**src/rtl/tmr_pkg.sv**
```systemverilog
/*
 Constants for the pulse-width timer block: register offsets, control field
 positions, reset values, mode and option codes.
 Assumes a single 20 MHz clock and a plain strobe register port.
*/
package tmr_pkg;
   // ----------------------------------------------------------------
   // Register offsets
   // ----------------------------------------------------------------
   localparam logic [3:0] ADDR_CTRL0   = 4'h0;
   localparam logic [3:0] ADDR_CNT0    = 4'h1;
   localparam logic [3:0] ADDR_CTRL1   = 4'h2;
   localparam logic [3:0] ADDR_CNT1LO  = 4'h3;
   localparam logic [3:0] ADDR_CNT1HI  = 4'h4;
   localparam logic [3:0] ADDR_INTCTL  = 4'h5;
   localparam logic [3:0] ADDR_PORTA   = 4'h6;
   // ----------------------------------------------------------------
   // Control byte fields
   // ----------------------------------------------------------------
   localparam int MODE_HI    = 7;
   localparam int MODE_LO    = 6;
   localparam int CLKSRC_BIT = 5;
   localparam int RUN_BIT    = 4;
   localparam int EDGE_BIT   = 3;
   localparam int PSC_HI     = 2;
   // Interrupt control fields
   localparam int IE0_BIT = 0;
   localparam int IE1_BIT = 1;
   localparam int IF0_BIT = 2;
   localparam int IF1_BIT = 3;
   // Port A: direction bit three (1 = input), data bit three
   localparam int PA_DIR_BIT  = 0;
   localparam int PA_DATA_BIT = 1;
   // ----------------------------------------------------------------
   // Mode codes and reset values
   // ----------------------------------------------------------------
   localparam logic [1:0] MODE_EVENT = 2'h1;
   localparam logic [1:0] MODE_TIMER = 2'h2;
   localparam logic [1:0] MODE_PWM   = 2'h3;
   localparam logic [7:0] CTRL_RST   = 8'h00;
   localparam logic [1:0] PA_RST     = 2'h1;
   localparam logic [1:0] SUBDIV_LAST = 2'h3;
endpackage : tmr_pkg

```
**src/rtl/pulse_width_timer.sv**
```systemverilog
/*
 Two timer/event counters (8-bit with prescaler, 16-bit with sub clock or
 system clock / 4), pulse width measurement, frequency divider output,
 shared input noise filter.
 Assumes sub clock ticks arrive as a level from another domain; pins are
 asynchronous and are synchronised here.
*/
`timescale 1ns/10ps
`default_nettype none
module pulse_width_timer #(
   parameter bit PFD_FROM_T1   = 1'b0,
   parameter bit PFD_ENABLE    = 1'b1,
   parameter bit FILTER_ENABLE = 1'b1,
   parameter int NUM_EXT_INT   = 3
) (
   // Clock and reset
   input  wire logic                   clk,
   input  wire logic                   sys_rst,
   // Register port
   input  wire logic [3:0]             regAddr,
   input  wire logic [7:0]             regWrData,
   input  wire logic                   regWrStb,
   input  wire logic                   regRdStb,
   output var  logic [7:0]             regRdData,
   // Pins
   input  wire logic                   timer0Pin,
   input  wire logic                   timer1Pin,
   input  wire logic                   subClockLvl,
   input  wire logic [NUM_EXT_INT-1:0] extIntPin,
   input  wire logic                   pullHighSel,
   output var  logic [NUM_EXT_INT-1:0] extIntFiltered,
   output var  logic                   pullHighEn,
   output var  logic                   paBit3Out,
   output var  logic                   paBit3Oe,
   // Events
   output var  logic                   timerIrq,
   output var  logic                   wakeUp
);
   // ----------------------------------------------------------------
   // Synchronisers and shared filter
   // ----------------------------------------------------------------
   localparam int NIN = NUM_EXT_INT + 3;
   logic [NIN-1:0] syncA_reg;
   logic [NIN-1:0] syncB_reg;
   logic [NIN-1:0] filt_reg;
   logic [NIN-1:0] filt_next;
   logic [NIN-1:0] syncC_reg;
   logic [NIN-1:0] clean;
   always_ff @(posedge clk) begin
      syncA_reg <= {extIntPin, subClockLvl, timer1Pin, timer0Pin};
      syncB_reg <= syncA_reg;
      syncC_reg <= syncB_reg;
      filt_reg  <= sys_rst ? '0 : filt_next;
   end
   // Filter passes a level only after it held two samples; rejects spikes
   always_comb begin
      for (int i = 0; i < NIN; i++) begin
         filt_next[i] = (syncB_reg[i] == syncC_reg[i]) ? syncB_reg[i] : filt_reg[i];
      end
   end
   assign clean = FILTER_ENABLE ? filt_reg : syncB_reg;
   // ----------------------------------------------------------------
   // Register state
   // ----------------------------------------------------------------
   logic [7:0]  ctrl_reg [2];
   logic [7:0]  ctrl_next [2];
   logic [15:0] cnt_reg [2];
   logic [15:0] cnt_next [2];
   logic [15:0] pre_reg [2];
   logic [15:0] pre_next [2];
   logic [7:0]  loBuf_reg, loBuf_next, rdLatch_reg, rdLatch_next;
   logic [3:0]  intc_reg, intc_next;
   logic [1:0]  pa_reg, pa_next;
   logic [NIN-1:0] prev_reg;
   logic [1:0]  active_reg, active_next;
   logic [6:0]  psc_reg, psc_next;
   logic [1:0]  sub4_reg, sub4_next;
   logic        pfd_reg, pfd_next;
   logic [7:0]  rd_next;
   logic [1:0]  tick, ovf, pinRise, pinFall;
   logic        subTick, inhibit;

   function automatic logic [1:0] modeOf(input logic [7:0] c);
      modeOf = c[tmr_pkg::MODE_HI:tmr_pkg::MODE_LO];
   endfunction

   // ----------------------------------------------------------------
   // Clock sources
   // ----------------------------------------------------------------
   assign subTick = clean[2] & ~prev_reg[2];
   assign inhibit = (regRdStb & (regAddr == tmr_pkg::ADDR_CNT0 ||
                    regAddr == tmr_pkg::ADDR_CNT1HI)) |
                    (regWrStb & (regAddr == tmr_pkg::ADDR_CNT0 ||
                    regAddr == tmr_pkg::ADDR_CNT1HI));
   always_comb begin
      logic [7:0] c0;
      c0 = ctrl_reg[0];
      psc_next  = psc_reg + 7'h01;
      sub4_next = sub4_reg + 2'h1;
      pinRise   = {clean[1] & ~prev_reg[1], clean[0] & ~prev_reg[0]};
      pinFall   = {~clean[1] & prev_reg[1], ~clean[0] & prev_reg[0]};
      // Prescaler: rate r divides by 2^r, r = 0 is undivided
      tick[0] = (c0[tmr_pkg::PSC_HI:0] == 3'h0) ? 1'b1 :
                (psc_reg & ((7'h01 << (c0[tmr_pkg::PSC_HI:0] - 3'h1)) - 7'h01)) == 7'h00
                && psc_reg[c0[tmr_pkg::PSC_HI:0] - 3'h1];
      tick[1] = ctrl_reg[1][tmr_pkg::CLKSRC_BIT] ? subTick
              : (sub4_reg == tmr_pkg::SUBDIV_LAST);
   end

   // ----------------------------------------------------------------
   // Counters, control, preload, pulse measurement
   // ----------------------------------------------------------------
   always_comb begin
      logic [15:0] top;
      logic        startEdge, stopEdge, inc;
      top          = 16'h00FF;
      startEdge    = 1'b0;
      stopEdge     = 1'b0;
      inc          = 1'b0;
      for (int n = 0; n < 2; n++) begin
         ctrl_next[n] = ctrl_reg[n];
         cnt_next[n]  = cnt_reg[n];
         pre_next[n]  = pre_reg[n];
      end
      active_next  = active_reg;
      loBuf_next   = loBuf_reg;
      rdLatch_next = rdLatch_reg;
      intc_next    = intc_reg;
      pa_next      = pa_reg;
      ovf          = 2'b00;
      for (int n = 0; n < 2; n++) begin
         top = (n == 0) ? 16'h00FF : 16'hFFFF;
         startEdge = ctrl_reg[n][tmr_pkg::EDGE_BIT] ? pinRise[n] : pinFall[n];
         stopEdge  = ctrl_reg[n][tmr_pkg::EDGE_BIT] ? pinFall[n] : pinRise[n];
         inc = 1'b0;
         if (ctrl_reg[n][tmr_pkg::RUN_BIT] && !inhibit) begin
            case (modeOf(ctrl_reg[n]))
               tmr_pkg::MODE_TIMER: inc = tick[n];
               tmr_pkg::MODE_EVENT: inc = stopEdge;
               tmr_pkg::MODE_PWM: begin
                  // Edges only, levels never start a count
                  if (!active_reg[n] && startEdge) begin
                     active_next[n] = 1'b1;
                  end else if (active_reg[n] && stopEdge) begin
                     active_next[n] = 1'b0;
                     ctrl_next[n][tmr_pkg::RUN_BIT] = 1'b0;
                  end else begin
                     inc = active_reg[n] & tick[n];
                  end
               end
               default: inc = 1'b0;
            endcase
         end
         if (!ctrl_reg[n][tmr_pkg::RUN_BIT]) begin
            active_next[n] = 1'b0;
         end
         if (inc) begin
            if (cnt_reg[n] == top) begin
               cnt_next[n] = pre_reg[n];
               ovf[n] = 1'b1;
            end else begin
               cnt_next[n] = cnt_reg[n] + 16'h0001;
            end
         end
      end
      // Register writes
      if (regWrStb) begin
         case (regAddr)
            tmr_pkg::ADDR_CTRL0: ctrl_next[0] = regWrData;
            tmr_pkg::ADDR_CTRL1: ctrl_next[1] = regWrData;
            tmr_pkg::ADDR_CNT0: begin
               pre_next[0] = {8'h00, regWrData};
               if (!ctrl_reg[0][tmr_pkg::RUN_BIT]) cnt_next[0] = {8'h00, regWrData};
            end
            tmr_pkg::ADDR_CNT1LO: loBuf_next = regWrData;
            tmr_pkg::ADDR_CNT1HI: begin
               pre_next[1] = {regWrData, loBuf_reg};
               if (!ctrl_reg[1][tmr_pkg::RUN_BIT]) cnt_next[1] = {regWrData, loBuf_reg};
            end
            tmr_pkg::ADDR_INTCTL: intc_next = regWrData[3:0];
            tmr_pkg::ADDR_PORTA:  pa_next = regWrData[1:0];
            default: ;
         endcase
      end
      if (regRdStb && regAddr == tmr_pkg::ADDR_CNT1HI) begin
         rdLatch_next = cnt_reg[1][7:0];
      end
      // Hardware set wins over a software clear
      if (ovf[0]) intc_next[tmr_pkg::IF0_BIT] = 1'b1;
      if (ovf[1]) intc_next[tmr_pkg::IF1_BIT] = 1'b1;
   end

   // ----------------------------------------------------------------
   // Read mux and divider output
   // ----------------------------------------------------------------
   always_comb begin
      rd_next = 8'h00;
      if (regRdStb) begin
         case (regAddr)
            tmr_pkg::ADDR_CTRL0:  rd_next = ctrl_reg[0];
            tmr_pkg::ADDR_CTRL1:  rd_next = ctrl_reg[1];
            tmr_pkg::ADDR_CNT0:   rd_next = cnt_reg[0][7:0];
            tmr_pkg::ADDR_CNT1LO: rd_next = rdLatch_reg;
            tmr_pkg::ADDR_CNT1HI: rd_next = cnt_reg[1][15:8];
            tmr_pkg::ADDR_INTCTL: rd_next = {4'h0, intc_reg};
            tmr_pkg::ADDR_PORTA:  rd_next = {6'h00, pa_reg};
            default:              rd_next = 8'h00;
         endcase
      end
      pfd_next = pfd_reg ^ (PFD_FROM_T1 ? ovf[1] : ovf[0]);
   end

   always_ff @(posedge clk) begin
      if (sys_rst) begin
         for (int n = 0; n < 2; n++) begin
            ctrl_reg[n] <= tmr_pkg::CTRL_RST;
            cnt_reg[n]  <= 16'h0000;
            pre_reg[n]  <= 16'h0000;
         end
         prev_reg    <= '0;
         active_reg  <= 2'b00;
         psc_reg     <= 7'h00;
         sub4_reg    <= 2'h0;
         loBuf_reg   <= 8'h00;
         rdLatch_reg <= 8'h00;
         intc_reg    <= 4'h0;
         pa_reg      <= tmr_pkg::PA_RST;
         pfd_reg     <= 1'b0;
         regRdData   <= 8'h00;
         timerIrq    <= 1'b0;
         wakeUp      <= 1'b0;
         paBit3Out   <= 1'b0;
         paBit3Oe    <= 1'b0;
         pullHighEn  <= 1'b0;
         extIntFiltered <= '0;
      end else begin
         for (int n = 0; n < 2; n++) begin
            ctrl_reg[n] <= ctrl_next[n];
            cnt_reg[n]  <= cnt_next[n];
            pre_reg[n]  <= pre_next[n];
         end
         prev_reg    <= clean;
         active_reg  <= active_next;
         psc_reg     <= psc_next;
         sub4_reg    <= sub4_next;
         loBuf_reg   <= loBuf_next;
         rdLatch_reg <= rdLatch_next;
         intc_reg    <= intc_next;
         pa_reg      <= pa_next;
         pfd_reg     <= pfd_next;
         regRdData   <= rd_next;
         timerIrq    <= (ovf[0] & intc_reg[tmr_pkg::IE0_BIT]) |
                        (ovf[1] & intc_reg[tmr_pkg::IE1_BIT]);
         wakeUp      <= |ovf;
         // Divider gated by data bit, low when data bit zero
         paBit3Out   <= pa_reg[tmr_pkg::PA_DATA_BIT] & (PFD_ENABLE ? pfd_reg : 1'b1);
         paBit3Oe    <= ~pa_reg[tmr_pkg::PA_DIR_BIT];
         pullHighEn  <= pullHighSel;
         extIntFiltered <= clean[NIN-1:3];
      end
   end

   // ----------------------------------------------------------------
   // Checks
   // ----------------------------------------------------------------
   a_run_autoclear: assert property (@(posedge clk) disable iff (sys_rst)
      (active_reg[0] && ctrl_reg[0][tmr_pkg::RUN_BIT] && !inhibit &&
       modeOf(ctrl_reg[0]) == tmr_pkg::MODE_PWM &&
       (ctrl_reg[0][tmr_pkg::EDGE_BIT] ? pinFall[0] : pinRise[0]))
      |=> !ctrl_reg[0][tmr_pkg::RUN_BIT]) else $error("run not cleared");
   a_hold_stopped: assert property (@(posedge clk) disable iff (sys_rst)
      (!ctrl_reg[0][tmr_pkg::RUN_BIT] && !regWrStb) |=> $stable(cnt_reg[0]))
      else $error("stopped counter moved");
   a_flag_on_ovf: assert property (@(posedge clk) disable iff (sys_rst)
      ovf[0] |=> intc_reg[tmr_pkg::IF0_BIT]) else $error("flag not set");
   a_wake_follows: assert property (@(posedge clk) disable iff (sys_rst)
      (|ovf) |=> wakeUp) else $error("no wake");
   a_pfd_toggle: assert property (@(posedge clk) disable iff (sys_rst)
      ovf[PFD_FROM_T1] |=> pfd_reg != $past(pfd_reg)) else $error("no toggle");
   a_pin_low_off: assert property (@(posedge clk) disable iff (sys_rst)
      !pa_reg[tmr_pkg::PA_DATA_BIT] |=> !paBit3Out) else $error("pin not low");
   a_reload_pre: assert property (@(posedge clk) disable iff (sys_rst)
      (ovf[1] && !regWrStb) |=> cnt_reg[1] == $past(pre_reg[1])) else $error("bad reload");
   a_inhibit_cnt: assert property (@(posedge clk) disable iff (sys_rst)
      (regRdStb && regAddr == tmr_pkg::ADDR_CNT0) |=> $stable(cnt_reg[0]))
      else $error("count during read");
   c_pulse_done: cover property (@(posedge clk) active_reg[0] ##1 !active_reg[0]);
   c_ovf1: cover property (@(posedge clk) ovf[1]);
   c_pfd_high: cover property (@(posedge clk) paBit3Out);
endmodule : pulse_width_timer
`default_nettype wire

```
**config.mk**
```make
export PLATFORM = sky130hd
export DESIGN_NAME = pulse_width_timer
export DESIGN_NICKNAME = d
export VERILOG_FILES = /design/src/rtl/tmr_pkg.sv /design/src/rtl/pulse_width_timer.sv
export SDC_FILE = /design/constraint.sdc
export NUM_CORES = 1
export LEC_CHECK = 0
export BUFFER_PORTS_ARGS = -buffer_cell sky130_fd_sc_hd__buf_2
export CAP_MARGIN = 25
export CORE_ASPECT_RATIO = 1.25
export CORE_MARGIN = 2
export CORE_UTILIZATION = 60
export CTS_CLUSTER_DIAMETER = 100
export CTS_CLUSTER_SIZE = 14
export DETAILED_ROUTE_END_ITERATION = 7
export GPL_ROUTABILITY_DRIVEN = 0
export PLACE_DENSITY_LB_ADDON = 0.08
export RECOVER_POWER = 50
export SYNTH_ARGS = -nofsm -noshare
export SYNTH_HDL_FRONTEND = slang
export SYNTH_SLANG_ARGS = --single-unit
```
**constraint.sdc**
```tcl
create_clock -name clk -period 6.4 [get_ports clk]
set_input_delay 1.28 -clock clk [delete_from_list [all_inputs] [get_ports clk]]
set_output_delay 1.28 -clock clk [all_outputs]
set_load 0.05 [all_outputs]
```
==> results of run 1 <==
critical path: cells and delay by family:
family,cells,cell delay [ns]
AOI/OAI and AO/OA,1,0.12
buffers and inverters,2,2.84
and+or+nand+nor,2,0.35
cell type report:
class / count / area, sq um / area share
sequential: 149 / 2983 / 0.4011
multi-input combinational: 597 / 3435 / 0.4618
timing repair buffer: 44 / 214.0 / 0.02877
clock buffer: 18 / 429.2 / 0.05771
clock inverter: 14 / 151.4 / 0.02036
inverter: 15 / 56.30 / 0.007571
tap: 135 / 168.9 / 0.02271
cells in the mapped netlist (all sizes together), types with 5 or more instances:
library cell,count
or3,7
clkbuf,49
a31oi,7
inv,15
nor2,48
nand2b,8
or4,6
o21ai,29
o211ai,8
nor4,6
nor2b,13
a211oi,8
a211o,5
and3,11
nand3,69
nand3b,5
mux2i,11
nand4,7
a22oi,11
nor3,13
dfxtp,149
nand2,128
ha,10
a21oi,102
buf,10
xor2,5
xnor2,8
a221oi,6
routing by layer:
metal	global-route usage	share of wire	vias to the layer above
li1	-	-	2968
met1	0.3631	0.40	2932
met2	0.5021	0.50	243
met3	0.05393	0.070	37
met4	0.1147	0.024	0
met5	0	0	-
how the worst max path moves through the flow:
stage	endpoint	slack, ns	start
final	regRdData[3]	2.05	sys_rst
after global routing	regRdData[1]	1.73	sys_rst
after CTS	cnt_reg[0][12]	2.62	ctrl_reg[0][0]
after detailed placement	cnt_reg[0][21]	2.44	regWrStb
after global placement	cnt_reg[0][21]	2.52	regWrStb
after floorplan	cnt_reg[0][12]	3.11	ctrl_reg[0][0]
metrics by stage:
stage,std cells,utilization,area [sq um]
finish,972,0.6776,7437
CTS,972,0.6798,7461
global route,972,0.6776,7437
detailed placement,940,0.6269,6880
global placement,940,0.6269,6880
floorplan,820,-,6699
power by group:
group | switching, W | total [W] | internal [W]
Sequential | 0.0000139 | 0.000960 | 0.000946
Clock | 0.000445 | 0.000968 | 0.000523
Combinational | 0.0000666 | 0.0000958 | 0.0000292
logic make-up (layout without fill, tap and decap cells):
kind of cell / after synthesis / after routing
AND/OR/NAND/NOR: 340 / 340
adder cells (fa/ha/maj): 10 / 10
multiplexers: 14 / 14
AO/OA/AOI/OAI: 220 / 220
buffers and inverters: 74 / 91
flip-flops: 149 / 149
XOR/XNOR: 13 / 13
==> impl_metrics.py, run 1 <==
metrics = {
    "pwr": {
        "powerDensity_nw_per_um2": 272.2,
        "p_leak_nw": 2.490,
        "vdd_drop_max_v": 0.0002108,
        "p_total_w": 0.002024,
    },
    "setup_path": {
        "regToRegEndpoint": "cnt_reg[0][12]",
        "required_ns": 6.68,
        "slowest_delay_ns": 2.09,
        "path_max_fanout": 67,
        "crit_path_top_delay_cell": "clkbuf_1",
        "arrival_ns": 4.63,
        "end_kind": "flip-flop",
        "regToRegSetupSlack_ns": 2.59,
        "reg2reg_depth": 12,
        "critical_path_class": "input port to flip-flop",
        "cp-start-kind": "input port",
        "reg2reg_from": "ctrl_reg[0][0]",
        "cp_cell_sequence": "clkbuf_1, buf_4, nor2_1, nand3_1, a21oi_1",
    },
    "grt": {
        "first_global_vias": 5653,
        "antenna_found_initial": 0,
        "grt_pass1_wl_microns": 28050,
        "grt_max_degree": 68,
        "grt_usage": 0.2919,
        "grt.overflow.total": 0,
    },
    "cells_and_area": {
        "fillCellCount": 934,
        "syn_to_final_growth_pct": 11.02,
        "num_antenna_cells": 0,
        "layout_common_cells": "dfxtp_1 (149), nand2_1 (127), a21oi_1 (101), nand3_1 (69), nor2_1 (48)",
        "layout-drive-gt1-share": 0.08602,
        "layout_commonest_cell": "dfxtp_1",
        "largest_register_ffs": 32,
        "nets": 857,
    },
    "sta": {
        "tightest_slew_ns": 3.007,
        "layout_min_cycle_time_ns": 4.351,
        "tns_ns": 0,
        "period_share": 0.6798,
        "slew-limit-headroom": -1.005,
        "worst_clock_skew_ns": 0.01222,
        "rsz0062_at_grt": "false",
        "whs_ns": 0.3298,
        "finalWorstSetupSlack_ns": 2.049,
        "slew_viol_final": 68,
        "max_freq_mhz": 229.8,
        "finalSetupViolations": 0,
        "finalHoldViolCount": 0,
    },
    "synth": {
        "synth_compound_area_frac": 0.2073,
        "synth_fa_ha_area_frac": 0.01868,
        "synth-simple-area-share": 0.2437,
        "muxShareOfSynthArea": 0.02316,
        "ys_async_sr_fraction": 0,
        "synthesis.area_sq_um": 6699,
        "synth_edf_count": 0,
        "synth_seq_area_share": 0.4453,
        "synth_top_cell_by_area": "dfxtp_1",
        "syn_nets": 853,
        "synthTopCellsByArea": "dfxtp_1 (45%), a21oi_1 (7.5%), nand2_1 (7.1%)",
        "synth_top_area_share": 0.4453,
        "avgSynthCellArea_sq_um": 8.169,
        "syn-instance-count": 820,
        "post_synth_xor_area_fraction": 0.01812,
        "ys_warn_count": 0,
        "ys_ff_latch": 149,
        "synth_top_family_by_area": "simple AND/OR/NAND/NOR gates",
        "yosysUniqueCellTypes": 70,
        "synth_ff_type": "dfxtp_1",
    },
    "clock_network": {
        "cts_tree": "yes",
        "clk_path_buf_depth": 2,
        "ctsResizeCount": 0,
        "hold_buffers": 0,
        "cts_setup_buffers": 0,
        "clk_latency_ns": 0.43,
        "cts_buffers": 17,
        "cts_root_buf": "clkbuf_16",
        "cts_sinks": 149,
        "clk_pin_slew_worst_paths_ns": 0.07,
        "htreeDepth": 4,
    },
    "die": {
        "design.core.area_sq_um": 10980,
        "die_y_microns": 122.1,
        "initial_core_util": 0.6104,
        "io_pins": 39,
        "die_x_microns": 98.51,
        "rows": 43,
        "dieArea_sq_um": 12030,
    },
    "route": {
        "detail-route-antenna-nets": 0,
        "dr.pass1.iters": 8,
        "dr.first_iter.drc_count": 576,
        "vias": 6180,
        "wl_per_cell_microns": 17.74,
        "viasPerCell": 6.358,
        "wirelength_microns": 17250,
        "drc_errors": 0,
    },
    "hold_path": {
        "hold_end": "syncB_reg[1]",
        "hold_class": "flip-flop to flip-flop",
        "hp-start": "syncA_reg[1]",
        "hold_path_depth": 0,
    },
    "outcome": {
        "outcome": "finished with violations",
        "failed_checks": "capacitance limit, slew limit",
    },
    "placed_design": {
        "dp_hpwl_microns": 11710,
        "port_buffers": 38,
        "pre_cts_ws_ns": 2.436,
    },
    "run": {
        "maxCapViolCount": 1,
    },
}
(Power assumes the default switching activity.)
==> run 2: changes to the inputs <==
--- a/config.mk
+++ b/config.mk
@@ -9,7 +9,7 @@
 export CAP_MARGIN = 25
 export CORE_ASPECT_RATIO = 1.25
 export CORE_MARGIN = 2
-export CORE_UTILIZATION = 60
+export CORE_UTILIZATION = 55
 export CTS_CLUSTER_DIAMETER = 100
 export CTS_CLUSTER_SIZE = 14
 export DETAILED_ROUTE_END_ITERATION = 7
==> constraint.sdc (replaced) <==
create_clock -name clk -period 3.9 [get_ports clk]
set_input_delay 0.78 -clock clk [delete_from_list [all_inputs] [get_ports clk]]
set_output_delay 0.78 -clock clk [all_outputs]
set_load 0.05 [all_outputs]
==> run 2 against run 1 <==
- the run now ends clean
- global-route usage fell by 1.7 points
- hold slack got worse by 0.0033 ns
- power rose by 64%
- core utilization fell by 5.0 points
- highest routed layer unchanged
==> impl_metrics.py, run 2 (same netlist as run 1, synthesis figures left out) <==
metrics = {
    "outcome": {
        "outcome": "completed",
    },
    "clock_network": {
        "cts_buffers": 17,
        "clk_path_buf_depth": 2,
        "clk_latency_ns": 0.43,
        "hold_buffers": 0,
        "clk_pin_slew_worst_paths_ns": 0.06,
        "ctsResizeCount": 0,
        "cts_tree": "yes",
        "cts_setup_buffers": 0,
        "cts_root_buf": "clkbuf_16",
        "htreeDepth": 4,
        "cts_sinks": 149,
    },
    "sta": {
        "worst_clock_skew_ns": 0.008680,
        "finalSetupViolations": 0,
        "layout_min_cycle_time_ns": 3.554,
        "slew-limit-headroom": 0.03756,
        "period_share": 0.9114,
        "tightest_slew_ns": 1.444,
        "rsz0062_at_grt": "false",
        "whs_ns": 0.3265,
        "tns_ns": 0,
        "max_freq_mhz": 281.3,
        "finalHoldViolCount": 0,
        "slew_viol_final": 0,
    },
    "setup_path": {
        "regToRegEndpoint": "cnt_reg[0][12]",
        "end_kind": "flip-flop",
        "path_max_fanout": 13,
        "reg2reg_depth": 12,
        "critPathMostFrequentCell": "ha_1",
        "slowest_delay_ns": 0.53,
        "arrival_ns": 3.91,
        "reg2reg_from": "ctrl_reg[0][0]",
        "crit_path_top_delay_cell": "or4_4",
        "regToRegSetupSlack_ns": 0.35,
        "required_ns": 4.25,
        "critical_path_class": "flip-flop to flip-flop",
        "cp_cell_sequence": "inv_1, ha_1, xnor2_4, nand2_1, ha_1, nand2b_1, nor4_1, o31a_1, or4_4, a21o_1, or4_1, o22ai_1",
        "cp-start-kind": "flip-flop",
    },
    "cells_and_area": {
        "layout-drive-gt1-share": 0.09360,
        "largest_register_ffs": 32,
        "finalInstanceArea_sq_um": 7532,
        "syn_to_final_growth_pct": 12.44,
        "num_antenna_cells": 0,
        "nets": 864,
        "layout_common_cells": "dfxtp_1 (148), nand2_1 (127), a21oi_1 (101), nand3_1 (69), nor2_1 (48)",
        "fin_util": 0.6281,
        "final_cell_count_no_fill": 1008,
        "layout_commonest_cell": "dfxtp_1",
    },
    "placed_design": {
        "placed_area_sq_um": 6969,
        "dp_hpwl_microns": 11890,
        "placed_cells": 976,
        "port_buffers": 38,
    },
    "grt": {
        "first_global_vias": 5524,
        "grt_usage": 0.2747,
        "antenna_found_initial": 0,
        "grt_max_degree": 59,
        "grt.overflow.total": 0,
        "grt_pass1_wl_microns": 27940,
    },
    "hold_path": {
        "hold_class": "flip-flop to flip-flop",
        "hold_path_depth": 0,
        "hold_end": "syncB_reg[1]",
        "hp-start": "syncA_reg[1]",
    },
    "pwr": {
        "p_sw_w": 0.0007808,
        "p_leak_nw": 2.509,
        "pwr-share-seq": 0.474,
        "vdd_drop_max_v": 0.0002560,
        "swShare": 0.2345,
        "power_frac_clock": 0.478,
        "combPwrFrac": 0.048,
        "power.internal_w": 0.002549,
        "powerDensity_nw_per_um2": 442.0,
    },
    "die": {
        "design.core.area_sq_um": 11990,
        "die_x_microns": 102.7,
        "initial_core_util": 0.5586,
        "die_y_microns": 127.4,
        "io_pins": 39,
        "dieArea_sq_um": 13080,
        "rows": 45,
    },
    "route": {
        "dr.first_iter.drc_count": 450,
        "wirelength_microns": 17220,
        "detail-route-antenna-nets": 0,
        "wl_per_cell_microns": 17.08,
        "vias": 6038,
        "drc_errors": 0,
        "dr.pass1.iters": 5,
        "viasPerCell": 5.990,
    },
    "run": {
        "maxCapViolCount": 0,
    },
}
[run 2: changes by cell type in the layout (fill, tap and decap cells not counted), sizes merged]
cell      delta
clkbuf       +2
buf          +5
clkinvlp     +4
bufinv       +2
inv          -6
[run 2: power by group through the flow]
stage	combinational (W)	clock, W	sequential (W)
floorplan	0.000101	0	0.00161
global placement	0.000155	0	0.00161
detailed placement	0.000159	0	0.00161
CTS	0.000159	0.00162	0.00158
global route	0.000174	0.00168	0.00158
finish	0.000160	0.00159	0.00158
[run 2: how the worst max path moves through the flow]
stage / start / end / slack, ns / depth (start not counted)
2_1_floorplan: ctrl_reg[0][0] / cnt_reg[0][12] / 0.61 / 13
3_3_place_gp: ctrl_reg[0][0] / cnt_reg[0][12] / 0.43 / 12
3_5_place_dp: ctrl_reg[0][0] / cnt_reg[0][12] / 0.20 / 12
4_1_cts: ctrl_reg[0][0] / cnt_reg[0][12] / 0.19 / 12
5_1_grt: ctrl_reg[0][1] / cnt_reg[0][12] / 0.10 / 12
6_report: ctrl_reg[0][0] / cnt_reg[0][12] / 0.35 / 12
[run 2: final cells by class]
cell class / instances / area [sq um]
multi-input combinational: 597 / 3446
tap: 164 / 205.2
clock buffer: 18 / 429.2
timing repair buffer: 51 / 260.3
fill: 1078 / 4461
sequential: 149 / 2984
clock inverter: 14 / 151.4
inverter: 15 / 56.30
[run 2: per-stage QoR]
stage | setup WS, ns | total power, W
after floorplan | 0.6055 | 0.001711
after global placement | 0.4273 | 0.001763
after detailed placement | 0.2003 | 0.001768
after CTS | 0.1911 | 0.003354
after global routing | 0.1037 | 0.003438
final | 0.3455 | 0.003329
[run 2: layer usage]
layer | vias to the layer above | wire (microns) | track usage
met1 | 2831 | 7248 | 0.3494
met5 | - | 0 | 0
met2 | 199 | 8603 | 0.4606
met4 | 0 | 355 | 0.09882
met3 | 28 | 1009 | 0.05252
li1 | 2980 | - | -
[run 2: worst max-delay path: cells and delay by family, from the launching register on]
family,cells,cell delay (ns)
compound gates,3,0.78
xor+xnor,1,0.28
fa+ha+maj,2,0.57
buf+inv,1,0.10
flops,1,0.39
simple gates,5,1.34
